### src/logic/dcs_pkg.sv
// Purpose: Shared constants for the DMA channel control and status block
// Assumes: Nineteen channels, 32-bit system addresses
// Notes:   The shared widths, descriptor stride and per-channel reset values live here
package dcs_pkg;
    localparam int          NUM_CH      = 19;
    localparam int          CH_W        = 5;
    localparam int          ADDR_W      = 32;
    localparam int          WDATA_W     = 32;
    localparam int          DESC_SHIFT  = 4;
    localparam int          FIFO_DEPTH  = 16;
    localparam int          FETCH_W     = CH_W + ADDR_W;
    localparam int          PAD_W       = ADDR_W - CH_W - DESC_SHIFT;
    localparam logic [NUM_CH-1:0] CH_MASK     = 19'h7FFFF;
    localparam logic [NUM_CH-1:0] CH_RESET    = 19'h00000;
    localparam logic [ADDR_W-1:0] BASE_RESET  = 32'h00000000;
    localparam int          SUM_ACT_BIT = 0;
    localparam int          SUM_ERR_BIT = 1;
endpackage

### src/logic/dcs_stream_if.sv
// Purpose: Valid and ready stream carrier between the block's own modules
// Assumes: One clock; data stands while valid is high and ready low
// Notes:   Width is set per instance
`timescale 1ns/1ns
interface dcs_stream_if #(
    parameter int WIDTH = 8
);
    logic             valid;
    logic             ready;
    logic [WIDTH-1:0] data;
    modport src (output valid, output data, input  ready);
    modport snk (input  valid, input  data, output ready);
endinterface

### src/logic/dcs_fifo.sv
// Purpose: Flip-flop FIFO with valid and ready on both sides
// Assumes: Synchronous active-low reset, clock enable freezes all state
// Notes:   Output data is read straight from the slot at the read index
`timescale 1ns/1ns
module dcs_fifo #(
    parameter int WIDTH = 8,
    parameter int DEPTH = 16
) (
    // Clock and reset
    input  wire logic  i_core_clk,
    input  wire logic  i_rst_n,
    input  wire logic  i_clk_en,
    // Streams
    dcs_stream_if.snk  s_in,
    dcs_stream_if.src  s_out
);
    localparam int PW = $clog2(DEPTH);

    logic [WIDTH-1:0] mem_q [DEPTH];
    logic [PW-1:0]    wr_q;
    logic [PW-1:0]    rd_q;
    logic [PW:0]      cnt_q;
    wire              full   = (cnt_q == (PW+1)'(DEPTH));
    wire              empty  = (cnt_q == '0);
    wire              do_wr  = s_in.valid && !full;
    wire              do_rd  = s_out.ready && !empty;

    assign s_in.ready  = !full;
    assign s_out.valid = !empty;
    assign s_out.data  = mem_q[rd_q];

    always_ff @(posedge i_core_clk) begin
        if (!i_rst_n) begin
            wr_q  <= '0;
            rd_q  <= '0;
            cnt_q <= '0;
        end else if (i_clk_en) begin
            if (do_wr) begin
                mem_q[wr_q] <= s_in.data;
                wr_q        <= wr_q + 1'b1;
            end
            if (do_rd) begin
                rd_q <= rd_q + 1'b1;
            end
            cnt_q <= cnt_q + (PW+1)'(do_wr) - (PW+1)'(do_rd);
        end
    end
endmodule

### src/logic/dcs_channel_ctrl.sv
// Purpose: Channel enables, status flags, interrupt flags and descriptor sequencing
// Assumes: Register writes arrive as one-cycle strobes with shared data
// Notes:   Datapath events arrive as one-cycle per-channel pulses
`timescale 1ns/1ns
module dcs_channel_ctrl (
    // Clock and reset
    input  wire logic                          i_core_clk,
    input  wire logic                          i_rst_n,
    input  wire logic                          i_clk_en,
    // Control settings
    input  wire logic                          i_global_enable,
    input  wire logic [dcs_pkg::ADDR_W-1:0]    i_descriptor_table_base,
    // Register write strobes and shared data
    input  wire logic [dcs_pkg::WDATA_W-1:0]   i_wr_data,
    input  wire logic                          i_channel_enable_set_wr,
    input  wire logic                          i_channel_enable_clear_wr,
    input  wire logic                          i_channel_error_flags_wr,
    input  wire logic                          i_irq_enable_set_wr,
    input  wire logic                          i_irq_enable_clear_wr,
    input  wire logic                          i_irq_a_flags_wr,
    input  wire logic                          i_irq_b_flags_wr,
    input  wire logic                          i_set_valid_strobe_wr,
    input  wire logic                          i_set_trigger_strobe_wr,
    input  wire logic                          i_abort_strobe_wr,
    // Datapath events, one-cycle pulses per channel
    input  wire logic [dcs_pkg::NUM_CH-1:0]    i_op_start,
    input  wire logic [dcs_pkg::NUM_CH-1:0]    i_pipe_issue,
    input  wire logic [dcs_pkg::NUM_CH-1:0]    i_pipe_drained,
    input  wire logic [dcs_pkg::NUM_CH-1:0]    i_error_event,
    input  wire logic [dcs_pkg::NUM_CH-1:0]    i_desc_exhausted,
    input  wire logic [dcs_pkg::NUM_CH-1:0]    i_exh_reload,
    input  wire logic [dcs_pkg::NUM_CH-1:0]    i_raise_irq_a_cfg,
    input  wire logic [dcs_pkg::NUM_CH-1:0]    i_raise_irq_b_cfg,
    input  wire logic [dcs_pkg::NUM_CH-1:0]    i_desc_met,
    input  wire logic [dcs_pkg::NUM_CH-1:0]    i_descriptor_valid_cfg,
    input  wire logic [dcs_pkg::NUM_CH-1:0]    i_trigger_consumed,
    input  wire logic [dcs_pkg::NUM_CH-1:0]    i_fetch_req,
    // Descriptor fetch stream
    input  wire logic                          i_fetch_ready,
    output logic                               o_fetch_valid,
    output logic [dcs_pkg::CH_W-1:0]           o_fetch_chan,
    output logic [dcs_pkg::ADDR_W-1:0]         o_fetch_addr,
    output logic [dcs_pkg::NUM_CH-1:0]         o_fetch_grant,
    // Channel control towards the datapath
    output logic [dcs_pkg::NUM_CH-1:0]         o_channel_run,
    output logic [dcs_pkg::NUM_CH-1:0]         o_desc_go,
    output logic [dcs_pkg::NUM_CH-1:0]         o_desc_paused,
    output logic [dcs_pkg::NUM_CH-1:0]         o_abort_pulse,
    // Readable status
    output logic [dcs_pkg::NUM_CH-1:0]         o_channel_enable_set,
    output logic [dcs_pkg::NUM_CH-1:0]         o_channel_active_flags,
    output logic [dcs_pkg::NUM_CH-1:0]         o_channel_busy_flags,
    output logic [dcs_pkg::NUM_CH-1:0]         o_channel_error_flags,
    output logic [dcs_pkg::NUM_CH-1:0]         o_irq_enable_set,
    output logic [dcs_pkg::NUM_CH-1:0]         o_irq_a_flags,
    output logic [dcs_pkg::NUM_CH-1:0]         o_irq_b_flags,
    output logic [dcs_pkg::NUM_CH-1:0]         o_buffered_valid_request,
    output logic [dcs_pkg::NUM_CH-1:0]         o_trigger_pending,
    output logic [1:0]                         o_interrupt_summary,
    output logic                               o_dma_irq
);
    localparam int N = dcs_pkg::NUM_CH;

    function automatic logic [dcs_pkg::CH_W-1:0] first_set(input logic [N-1:0] v);
        logic [dcs_pkg::CH_W-1:0] idx;
        idx = '0;
        for (int k = N - 1; k >= 0; k--) begin
            if (v[k]) begin
                idx = dcs_pkg::CH_W'(k);
            end
        end
        return idx;
    endfunction

    function automatic logic [N-1:0] strobe(input logic wr, input logic [dcs_pkg::WDATA_W-1:0] d);
        return wr ? (d[N-1:0] & dcs_pkg::CH_MASK) : '0;
    endfunction

    // State registers
    logic [N-1:0] en_q, en_d;
    logic [N-1:0] act_q, act_d;
    logic [N-1:0] busy_q, busy_d;
    logic [N-1:0] end_q, end_d;
    logic [N-1:0] err_q, err_d;
    logic [N-1:0] ie_q, ie_d;
    logic [N-1:0] ia_q, ia_d;
    logic [N-1:0] ib_q, ib_d;
    logic [N-1:0] sv_q, sv_d;
    logic [N-1:0] trg_q, trg_d;
    logic [N-1:0] pau_q, pau_d;
    logic [N-1:0] go_q, go_d;
    logic [N-1:0] run_q, run_d;
    logic [N-1:0] abt_q;
    logic [N-1:0] fpend_q, fpend_d;
    logic [N-1:0] grant_q, grant_d;
    logic [1:0]   sum_q, sum_d;
    logic         irq_q, irq_d;

    // Masked write strobes; bits above the last channel never reach state
    wire [N-1:0] w_ens  = strobe(i_channel_enable_set_wr, i_wr_data);
    wire [N-1:0] w_enc  = strobe(i_channel_enable_clear_wr, i_wr_data);
    wire [N-1:0] w_err  = strobe(i_channel_error_flags_wr, i_wr_data);
    wire [N-1:0] w_ies  = strobe(i_irq_enable_set_wr, i_wr_data);
    wire [N-1:0] w_iec  = strobe(i_irq_enable_clear_wr, i_wr_data);
    wire [N-1:0] w_ia   = strobe(i_irq_a_flags_wr, i_wr_data);
    wire [N-1:0] w_ib   = strobe(i_irq_b_flags_wr, i_wr_data);
    wire [N-1:0] w_sv   = strobe(i_set_valid_strobe_wr, i_wr_data);
    wire [N-1:0] w_trg  = strobe(i_set_trigger_strobe_wr, i_wr_data);
    wire [N-1:0] w_abt  = strobe(i_abort_strobe_wr, i_wr_data);

    // Enables: set then clear; clearing touches nothing else so the channel resumes
    assign en_d  = (en_q | w_ens) & ~w_enc;
    assign ie_d  = (ie_q | w_ies) & ~w_iec;
    assign run_d = en_d & {N{i_global_enable}};

    // Busy is a flag set by pipeline issue and cleared by drain or abort; a new issue wins over drain
    assign busy_d = (busy_q & ~i_pipe_drained & ~w_abt) | i_pipe_issue;

    // Active lasts from start until the final no-reload descriptor has drained
    wire [N-1:0] last_exh = i_desc_exhausted & ~i_exh_reload;
    assign end_d = ((end_q | last_exh) & ~i_op_start) & ~w_abt;
    wire [N-1:0] drained_end = end_q & ~busy_q & ~i_pipe_issue;
    assign act_d = ((act_q & ~drained_end) & ~w_abt) | i_op_start;

    // Interrupt flags: a hardware set in the clearing cycle is kept
    wire [N-1:0] set_a = i_desc_exhausted & i_raise_irq_a_cfg;
    wire [N-1:0] set_b = i_desc_exhausted & i_raise_irq_b_cfg;
    assign err_d = (err_q & ~w_err) | i_error_event;
    assign ia_d  = (ia_q & ~w_ia) | set_a;
    assign ib_d  = (ib_q & ~w_ib) | set_b;

    // Interrupt output and summary
    wire [N-1:0] ab_pend = (ia_d | ib_d) & ie_d;
    assign irq_d = (|err_d) | (|ab_pend);
    assign sum_d[dcs_pkg::SUM_ACT_BIT] = |ab_pend;
    assign sum_d[dcs_pkg::SUM_ERR_BIT] = |err_d;

    // Descriptor valid sequencing
    wire [N-1:0] met_ok   = i_desc_met & i_descriptor_valid_cfg;
    wire [N-1:0] met_bad  = i_desc_met & ~i_descriptor_valid_cfg;
    wire [N-1:0] use_buf  = met_bad & sv_q;
    wire [N-1:0] use_new  = met_bad & ~sv_q & w_sv;
    wire [N-1:0] resume   = pau_q & w_sv;
    wire [N-1:0] new_pau  = met_bad & ~sv_q & ~w_sv;
    wire [N-1:0] sv_taken = use_new | resume;
    assign go_d  = (met_ok | use_buf | use_new | resume) & ~w_abt;
    assign pau_d = ((pau_q & ~resume) | new_pau) & ~w_abt;
    assign sv_d  = ((sv_q & ~use_buf) | (w_sv & ~sv_taken)) & ~w_abt;

    // Trigger pending: a software set wins over the datapath consuming it
    assign trg_d = ((trg_q & ~i_trigger_consumed) & ~w_abt) | w_trg;

    // Fetch carriers come first so the push logic below can see the FIFO ready
    dcs_stream_if #(.WIDTH(dcs_pkg::FETCH_W)) fifo_in  ();
    dcs_stream_if #(.WIDTH(dcs_pkg::FETCH_W)) fifo_out ();

    // Descriptor fetch arbitration, lowest channel first, only channels in use
    wire [N-1:0] fpend_all = fpend_q | i_fetch_req;
    wire [N-1:0] fcand     = fpend_q & run_q;
    wire         fpush     = (|fcand) && fifo_in.ready;
    wire [dcs_pkg::CH_W-1:0] fch = first_set(fcand);
    wire [N-1:0] fhot      = fpush ? (N'(1) << fch) : '0;
    wire [dcs_pkg::ADDR_W-1:0] faddr = i_descriptor_table_base
        + {{dcs_pkg::PAD_W{1'b0}}, fch, {dcs_pkg::DESC_SHIFT{1'b0}}};
    assign fpend_d = (fpend_all & ~fhot) & ~w_abt;
    assign grant_d = fhot;

    assign fifo_in.valid  = |fcand;
    assign fifo_in.data   = {fch, faddr};
    assign fifo_out.ready = i_fetch_ready;

    dcs_fifo #(
        .WIDTH (dcs_pkg::FETCH_W),
        .DEPTH (dcs_pkg::FIFO_DEPTH)
    ) u_fetch_fifo (
        .i_core_clk (i_core_clk),
        .i_rst_n    (i_rst_n),
        .i_clk_en   (i_clk_en),
        .s_in       (fifo_in),
        .s_out      (fifo_out)
    );

    assign o_fetch_valid = fifo_out.valid;
    assign o_fetch_chan  = fifo_out.data[dcs_pkg::FETCH_W-1:dcs_pkg::ADDR_W];
    assign o_fetch_addr  = fifo_out.data[dcs_pkg::ADDR_W-1:0];

    always_ff @(posedge i_core_clk) begin
        if (!i_rst_n) begin
            en_q    <= dcs_pkg::CH_RESET;
            ie_q    <= dcs_pkg::CH_RESET;
            run_q   <= dcs_pkg::CH_RESET;
            busy_q  <= dcs_pkg::CH_RESET;
            end_q   <= dcs_pkg::CH_RESET;
            act_q   <= dcs_pkg::CH_RESET;
            err_q   <= dcs_pkg::CH_RESET;
            ia_q    <= dcs_pkg::CH_RESET;
            ib_q    <= dcs_pkg::CH_RESET;
            go_q    <= dcs_pkg::CH_RESET;
            pau_q   <= dcs_pkg::CH_RESET;
            sv_q    <= dcs_pkg::CH_RESET;
            trg_q   <= dcs_pkg::CH_RESET;
            abt_q   <= dcs_pkg::CH_RESET;
            fpend_q <= dcs_pkg::CH_RESET;
            grant_q <= dcs_pkg::CH_RESET;
            sum_q   <= 2'h0;
            irq_q   <= 1'b0;
        end else if (i_clk_en) begin
            en_q    <= en_d;
            ie_q    <= ie_d;
            run_q   <= run_d;
            busy_q  <= busy_d;
            end_q   <= end_d;
            act_q   <= act_d;
            err_q   <= err_d;
            ia_q    <= ia_d;
            ib_q    <= ib_d;
            go_q    <= go_d;
            pau_q   <= pau_d;
            sv_q    <= sv_d;
            trg_q   <= trg_d;
            abt_q   <= w_abt;
            fpend_q <= fpend_d;
            grant_q <= grant_d;
            sum_q   <= sum_d;
            irq_q   <= irq_d;
        end
    end

    assign o_channel_enable_set     = en_q;
    assign o_irq_enable_set         = ie_q;
    assign o_channel_run            = run_q;
    assign o_channel_busy_flags     = busy_q;
    assign o_channel_active_flags   = act_q;
    assign o_channel_error_flags    = err_q;
    assign o_irq_a_flags            = ia_q;
    assign o_irq_b_flags            = ib_q;
    assign o_desc_go                = go_q;
    assign o_desc_paused            = pau_q;
    assign o_buffered_valid_request = sv_q;
    assign o_trigger_pending        = trg_q;
    assign o_abort_pulse            = abt_q;
    assign o_fetch_grant            = grant_q;
    assign o_interrupt_summary      = sum_q;
    assign o_dma_irq                = irq_q;
endmodule

### config.mk
export PLATFORM = sky130hd
export DESIGN_NAME = dcs_channel_ctrl
export DESIGN_NICKNAME = d
export VERILOG_FILES = /design/src/logic/dcs_pkg.sv /design/src/logic/dcs_stream_if.sv /design/src/logic/dcs_fifo.sv /design/src/logic/dcs_channel_ctrl.sv
export SDC_FILE = /design/constraint.sdc
export NUM_CORES = 1
export LEC_CHECK = 0
export BUFFER_PORTS_ARGS = -buffer_cell sky130_fd_sc_hd__buf_2
export CORE_MARGIN = 4
export CORE_UTILIZATION = 51
export CTS_CLUSTER_SIZE = 24
export DETAILED_ROUTE_END_ITERATION = 10
export PLACE_DENSITY = 0.76
export SLEW_MARGIN = 20
export SYNTH_ARGS = -nofsm -noshare
export SYNTH_HDL_FRONTEND = slang
export SYNTH_SLANG_ARGS = --single-unit
### constraint.sdc
create_clock -name i_core_clk -period 4.8 [get_ports i_core_clk]
set_clock_uncertainty 0.2 [all_clocks]
set_input_delay 0.48 -clock i_core_clk [delete_from_list [all_inputs] [get_ports i_core_clk]]
set_output_delay 0.48 -clock i_core_clk [all_outputs]
set_load 0.005 [all_outputs]
After elaboration in Yosys (flattened, before gate mapping):

Memories as Yosys holds them, arrays and structs flattened. A register that Yosys moved wholly into a read port is not among the register bits.
Index checks and enable logic that the tools add are counted.

* flip-flop bits (word level): 320
* memory bits (writable): 592
* input port bits: 307
* output and inout bits: 307
* word-level logic and storage cells: 149
* memories: 1

Memories
* u_fetch_fifo.mem_q: words 16, bits a word 37, read ports 1, clocked after memory_dff 1, wr ports 1, line dcs_fifo.sv:19 `logic [WIDTH-1:0] mem_q [DEPTH];`

* add/sub/neg operators: 5
* equal/unequal tests: 1
* shift operators: 1
* multiplexer cells: 36
* bitwise operators: 74
* reductions and logical operators: 10

Operators by type and width (count)
* 19-bit AND: 36
* 19-bit NOT: 20
* 19-bit OR: 17
* 19-bit 2-to-1 mux: 11
* 5-bit 2-to-1 mux: 19
* 19-bit OR reduction: 3
* 32-bit by 9-bit adder with 32-bit output: 1
* 1-bit by 5-bit left shift with 19-bit output, first input constant: 1
* 4-bit by 1-bit adder with 4-bit output, second input constant: 2
* 4-bit 2-to-1 mux: 2
* 5-bit by 1-bit adder with 5-bit output: 1
* 5-bit equality test, second input constant: 1
* 5-bit logical NOT: 1
* 5-bit by 1-bit subtractor with 5-bit output: 1
* 1-bit 2-to-1 mux: 4
* 2-bit AND reduction: 2
* 1-bit logical AND: 2
* 1-bit logical NOT: 2
* 1-bit OR: 1

Longest topological paths before layout:

* depth in word-level cells: 25
* depth in mapped cells: 15
* mapped depth without buffers: 15

Modules after synthesis:

From an unflattened synthesis, not the netlist that was laid out.

* cells, all modules: 2828
* area total of the unflattened synthesis: 37349.6 um2

Modules (own cells, without submodules)
* dcs_fifo: instances 1, cells each 1013, area each 23103.4 um2, seq. area each 18117.4 um2
* dcs_channel_ctrl: instances 1, cells each 1815, area each 14246.2 um2, seq. area each 6145.9 um2

Worst setup path after synthesis:

Ideal clock, no wire load.

* path kind: register -> register
* start: register u_fetch_fifo.cnt_q[3]
* end: memory u_fetch_fifo.mem_q[0][0] in the netlist's numbering (enable)
* library setup time: 0.477 ns
* arrival: 4.012 ns
* required time: 4.123 ns
* slack: 0.111 ns
* stages on the path, launching flop included: 8
* path buffers: 0
* clock period less this slack: 4.689 ns
* cell sequence: dfxtp_1 inv_1 ha_1 nor4bb_1 nand2b_1 a41oi_2 nand3_1 nor3_1

* word-level cells in the longest chain between the ends: 7

Ends and longest elaborated chain
* from (decl): line dcs_fifo.sv:22 `logic [PW:0] cnt_q;`
* from (signal assigned): line dcs_fifo.sv:45 `cnt_q <= cnt_q + (PW+1)'(do_wr) - (PW+1)'(do_rd);`
* 5-bit equality test: line dcs_fifo.sv:23 `wire full = (cnt_q == (PW+1)'(DEPTH));`
* 1-bit logical NOT: line dcs_fifo.sv:25 `wire do_wr = s_in.valid && !full;`
* 1-bit logical AND: line dcs_fifo.sv:25
* 1-bit 2-to-1 mux: line dcs_fifo.sv:38 `if (do_wr) begin`
* 1-bit 2-to-1 mux: line dcs_fifo.sv:37 `end else if (i_clk_en) begin`
* 1-bit 2-to-1 mux: line dcs_fifo.sv:33 `if (!i_rst_n) begin`
* 1-bit 2-to-1 mux (not written as such): line dcs_fifo.sv:39 `mem_q[wr_q] <= s_in.data;`
* to (decl): line dcs_fifo.sv:19

Every way passes these cells.

Worst setup path after layout:

* start: register run_q[5] (netlist: o_channel_run[5])
* end: memory u_fetch_fifo.mem_q[1][24] in the netlist's numbering, data pin

* word-level cells in the longest chain between the ends: 8

Ends and longest elaborated chain
* from (decl): line dcs_channel_ctrl.sv:92 `logic [N-1:0] run_q, run_d;`
* from (signal assigned): line dcs_channel_ctrl.sv:191 `run_q <= dcs_pkg::CH_RESET;`
* from (signal assigned): line dcs_channel_ctrl.sv:210 `run_q <= run_d;`
* 19-bit AND: line dcs_channel_ctrl.sv:159 `wire [N-1:0] fcand = fpend_q & run_q;`
* 5-bit 2-to-1 mux (6 in series): line dcs_channel_ctrl.sv:68 `if (v[k]) begin`
* net fch, one bit: line dcs_channel_ctrl.sv:161 `wire [dcs_pkg::CH_W-1:0] fch = first_set(fcand);`
* 32-bit by 9-bit adder with 32-bit output: line dcs_channel_ctrl.sv:164 `+ {{dcs_pkg::PAD_W{1'b0}}, fch, {dcs_pkg::DESC_SHIFT{1'b0}}};`
* net faddr, one bit: line dcs_channel_ctrl.sv:163 `wire [dcs_pkg::ADDR_W-1:0] faddr = i_descriptor_table_base`

The timed path passes the listed nets, and every way through them passes these cells.

==> reports/metrics.yaml <==
start_kind: "register"
viasPerCell: 6.31
ys.warnings.count: 0
grt_pass1_vias: 27587
die_height_um: 279
worstSetupPathType: "reg2reg"
worstPathRequired_ns: 4.97
clkSlewWorstSetupHoldPaths_ns: 0.07
fillCellCount: 5286
drtIter0Drc: 3479
setup_tns_ns: 0
setup_viol: 0
clockRootBuffer: "clkbuf_16"
fin_util: 0.638
tightest_slew_ns: 1.08
ys_top_cells_by_area: "edfxtp_1 (48%), dfxtp_1 (17%), mux4_2 (11%)"
arrival_ns: 4.82
drt_first_pass_iters: 6
clock-sinks: 916
hold_depth: 4
worstSetupStartpoint: "o_channel_run[5]"
cap_violations: 0
ir_drop_uv: 291
overflow: 0
hpwl_um: 90500
hold_path_end: "o_channel_busy_flags[9]"
r2r-end: "u_fetch_fifo.mem_q[1][24]"
worst-path-max-fanout: 16
ys_types: 62
synth-edff-count: 592
dieArea_um2: 77700
finalPower_mw: 18.3
status: "finished, final reports clean"
relSlewSlack: 0.259
hp-start: "i_pipe_drained[9]"
wl_um: 135000
synthToLayoutAreaGrowth_pct: 23.1
cts_tree: "built"
final_antenna_net_count: 0
cts_buffers: 94
seq_area_frac_synth: 0.649
gp_congestion: 0.997
leakagePower_nw: 16.6
hp-class: "in2reg"
max_freq_mhz: 215
grt_setup_unrepaired: "false"
drive_gt1_frac: 0.298
nNetsFinal: 3747
ys_ff_latch: 916
postCtsSetupRepairBufs: 0
power_density_nw_per_um2: 398
synth_top_cell_by_area: "edfxtp_1"
io_pins: 614
grt_first_pass_wirelength_um: 191000
synth_flop_cell: "edfxtp_1"
antenna_found_initial: 29
syn_area_per_cell_um2: 13.6
grt_usage: 0.339
fp.coreArea_um2: 72100
syn-num-nets: 3072
clk_latency_ns: 0.66
synth_area_um2: 37400
multi_input_area_um2: 12600
clk_path_buf_depth: 3
synthArstFlopShare: 0
vias: 28246
synth_top_area_frac: 0.476
post-route-period-util: 0.969
syn-instance-count: 2747
drv_slew: 0
hold_violations: 0
finalCriticalPeriod_ns: 4.65
worst_hold_slack_ns: 0.0280
rows: 98
register_area_um2: 24300
wl_per_cell_um: 30.2
io_buffers: 600
ff2ff_path_depth: 14
reg2reg_slack_ns: 0.15
drc: 0
reg2reg_from: "o_channel_run[5]"
grt_max_degree: 204
initial_core_util: 0.518
dieWidth_um: 279
worstSetupEndpointType: "register"
htree_levels: 3
worst max-delay path by stage:
stage	slack [ns]	depth (start not counted)	endpoint
final	0.15	14	u_fetch_fifo.mem_q[1][24]
after global routing	0.06	14	u_fetch_fifo.mem_q[1][24]
after CTS	0.002	13	u_fetch_fifo.mem_q[2][22]
after detailed placement	-0.07	14	u_fetch_fifo.mem_q[11][30]
after global placement	0.19	14	u_fetch_fifo.mem_q[5][24]
after floorplan	0.11	7	u_fetch_fifo.mem_q[0][0]
cells in the mapped netlist, drive strengths merged (13+ instances only):
master and n:
mux4 185, ha 16, a21oi 205, nand3 22, clkbuf 139, a221oi 16, a32o 14, a22oi 115
a21boi 18, inv 26, a2111oi 25, a211oi 78, a32oi 13, nor2 317, xor2 13, nor2b 15
buf 48, o21ai 136, nand2 177, edfxtp 592, nor3 53, xnor2 22, dfxtp 324, and2 36
nor3b 22
registers in the layout, indices dropped and copies added, names as in the netlist, 5 cells and up, named ones only:
register / cells
u_fetch_fifo.mem_q: 592
end_q: 19
fpend_q: 19
o_abort_pulse: 19
o_buffered_valid_request: 19
o_channel_active_flags: 19
o_channel_busy_flags: 19
o_channel_enable_set: 19
o_channel_error_flags: 19
o_channel_run: 19
o_desc_go: 19
o_desc_paused: 19
o_fetch_grant: 19
o_irq_a_flags: 19
o_irq_b_flags: 19
o_irq_enable_set: 19
o_trigger_pending: 19
u_fetch_fifo.cnt_q: 5
metal layers:
metal | global-route usage | vias to the layer above | routed length [um]
li1 | - | 11989 | -
met2 | 0.548 | 2044 | 63800
met3 | 0.0868 | 462 | 14400
met4 | 0.235 | 10 | 11800
met1 | 0.399 | 13741 | 45300
met5 | 0 | - | 61
repair_timing:
item / 4_1_cts / 5_1_grt
setup endpoints to repair: 80 / 66
resized for setup: 5 / 2
gates cloned: 0 / 0
hold buffers: 109 / 0
endpoints found under the hold margin: 155 / 0
layout make-up:
cell class	count	share of cell area
diodes	26	0.00141
clock buffers	123	0.0562
clock inverters	51	0.0115
inverters	26	0.00239
multi-input cells	1618	0.273
flip-flops and latches	916	0.528
well taps	950	0.0258
repair buffers	766	0.102
stage by stage:
| step | std cells | worst slack [ns] | area (um^2) |
|---|---|---|---|
| 4_1_cts | 4450 | 0.00162 | 45800 |
| 3_3_place_gp | 4167 | 0.194 | 41600 |
| 5_1_grt | 4458 | 0.0607 | 46000 |
| 2_1_floorplan | 2747 | 0.111 | 37400 |
| 3_5_place_dp | 4167 | -0.0747 | 41600 |
| 6_report | 4476 | 0.150 | 46000 |
report_power, final:
| group | switching [mW] | internal (mW) | total [mW] |
|---|---|---|---|
| Combinational | 1.24 | 1.03 | 2.27 |
| Sequential | 0.184 | 8.55 | 8.74 |
| Clock | 3.12 | 4.20 | 7.32 |
| Total | 4.55 | 13.8 | 18.3 |
layout by cell type, fill, tap and decap left out, types with 109 or more instances in the layout:
master	count
a21oi_1	203
a22oi_1	115
buf_2	599
dfxtp_1	320
dlygate4sd3_1	109
edfxtp_1	592
mux4_2	185
nand2_1	177
nor2_1	305
o21ai_0	135
worst max-delay path: stages, from the launching register on:
cell and delay, ns:
dfxtp_1 0.34, a22o_1 0.28, a31oi_1 0.18, o211ai_1 0.18, a221oi_2 0.37, a21oi_2 0.15
ha_1 0.26, fa_1 0.41, a21o_1 0.19, a21oi_1 0.49, o21bai_1 0.16, buf_4 0.23
nand3_1 0.25, nor2_1 0.13, xor2_2 0.52
cells by family after synthesis:
logic type	synth area share
DFF	0.649
AOI/OAI and AO/OA	0.118
buffers and inverters	0.0221
muxes	0.113
and+or+nand+nor	0.0831
xor gates and xnor gates	0.00820
adders and majority gates	0.00643
No activity file was read; power rests on OpenSTA's default activity.
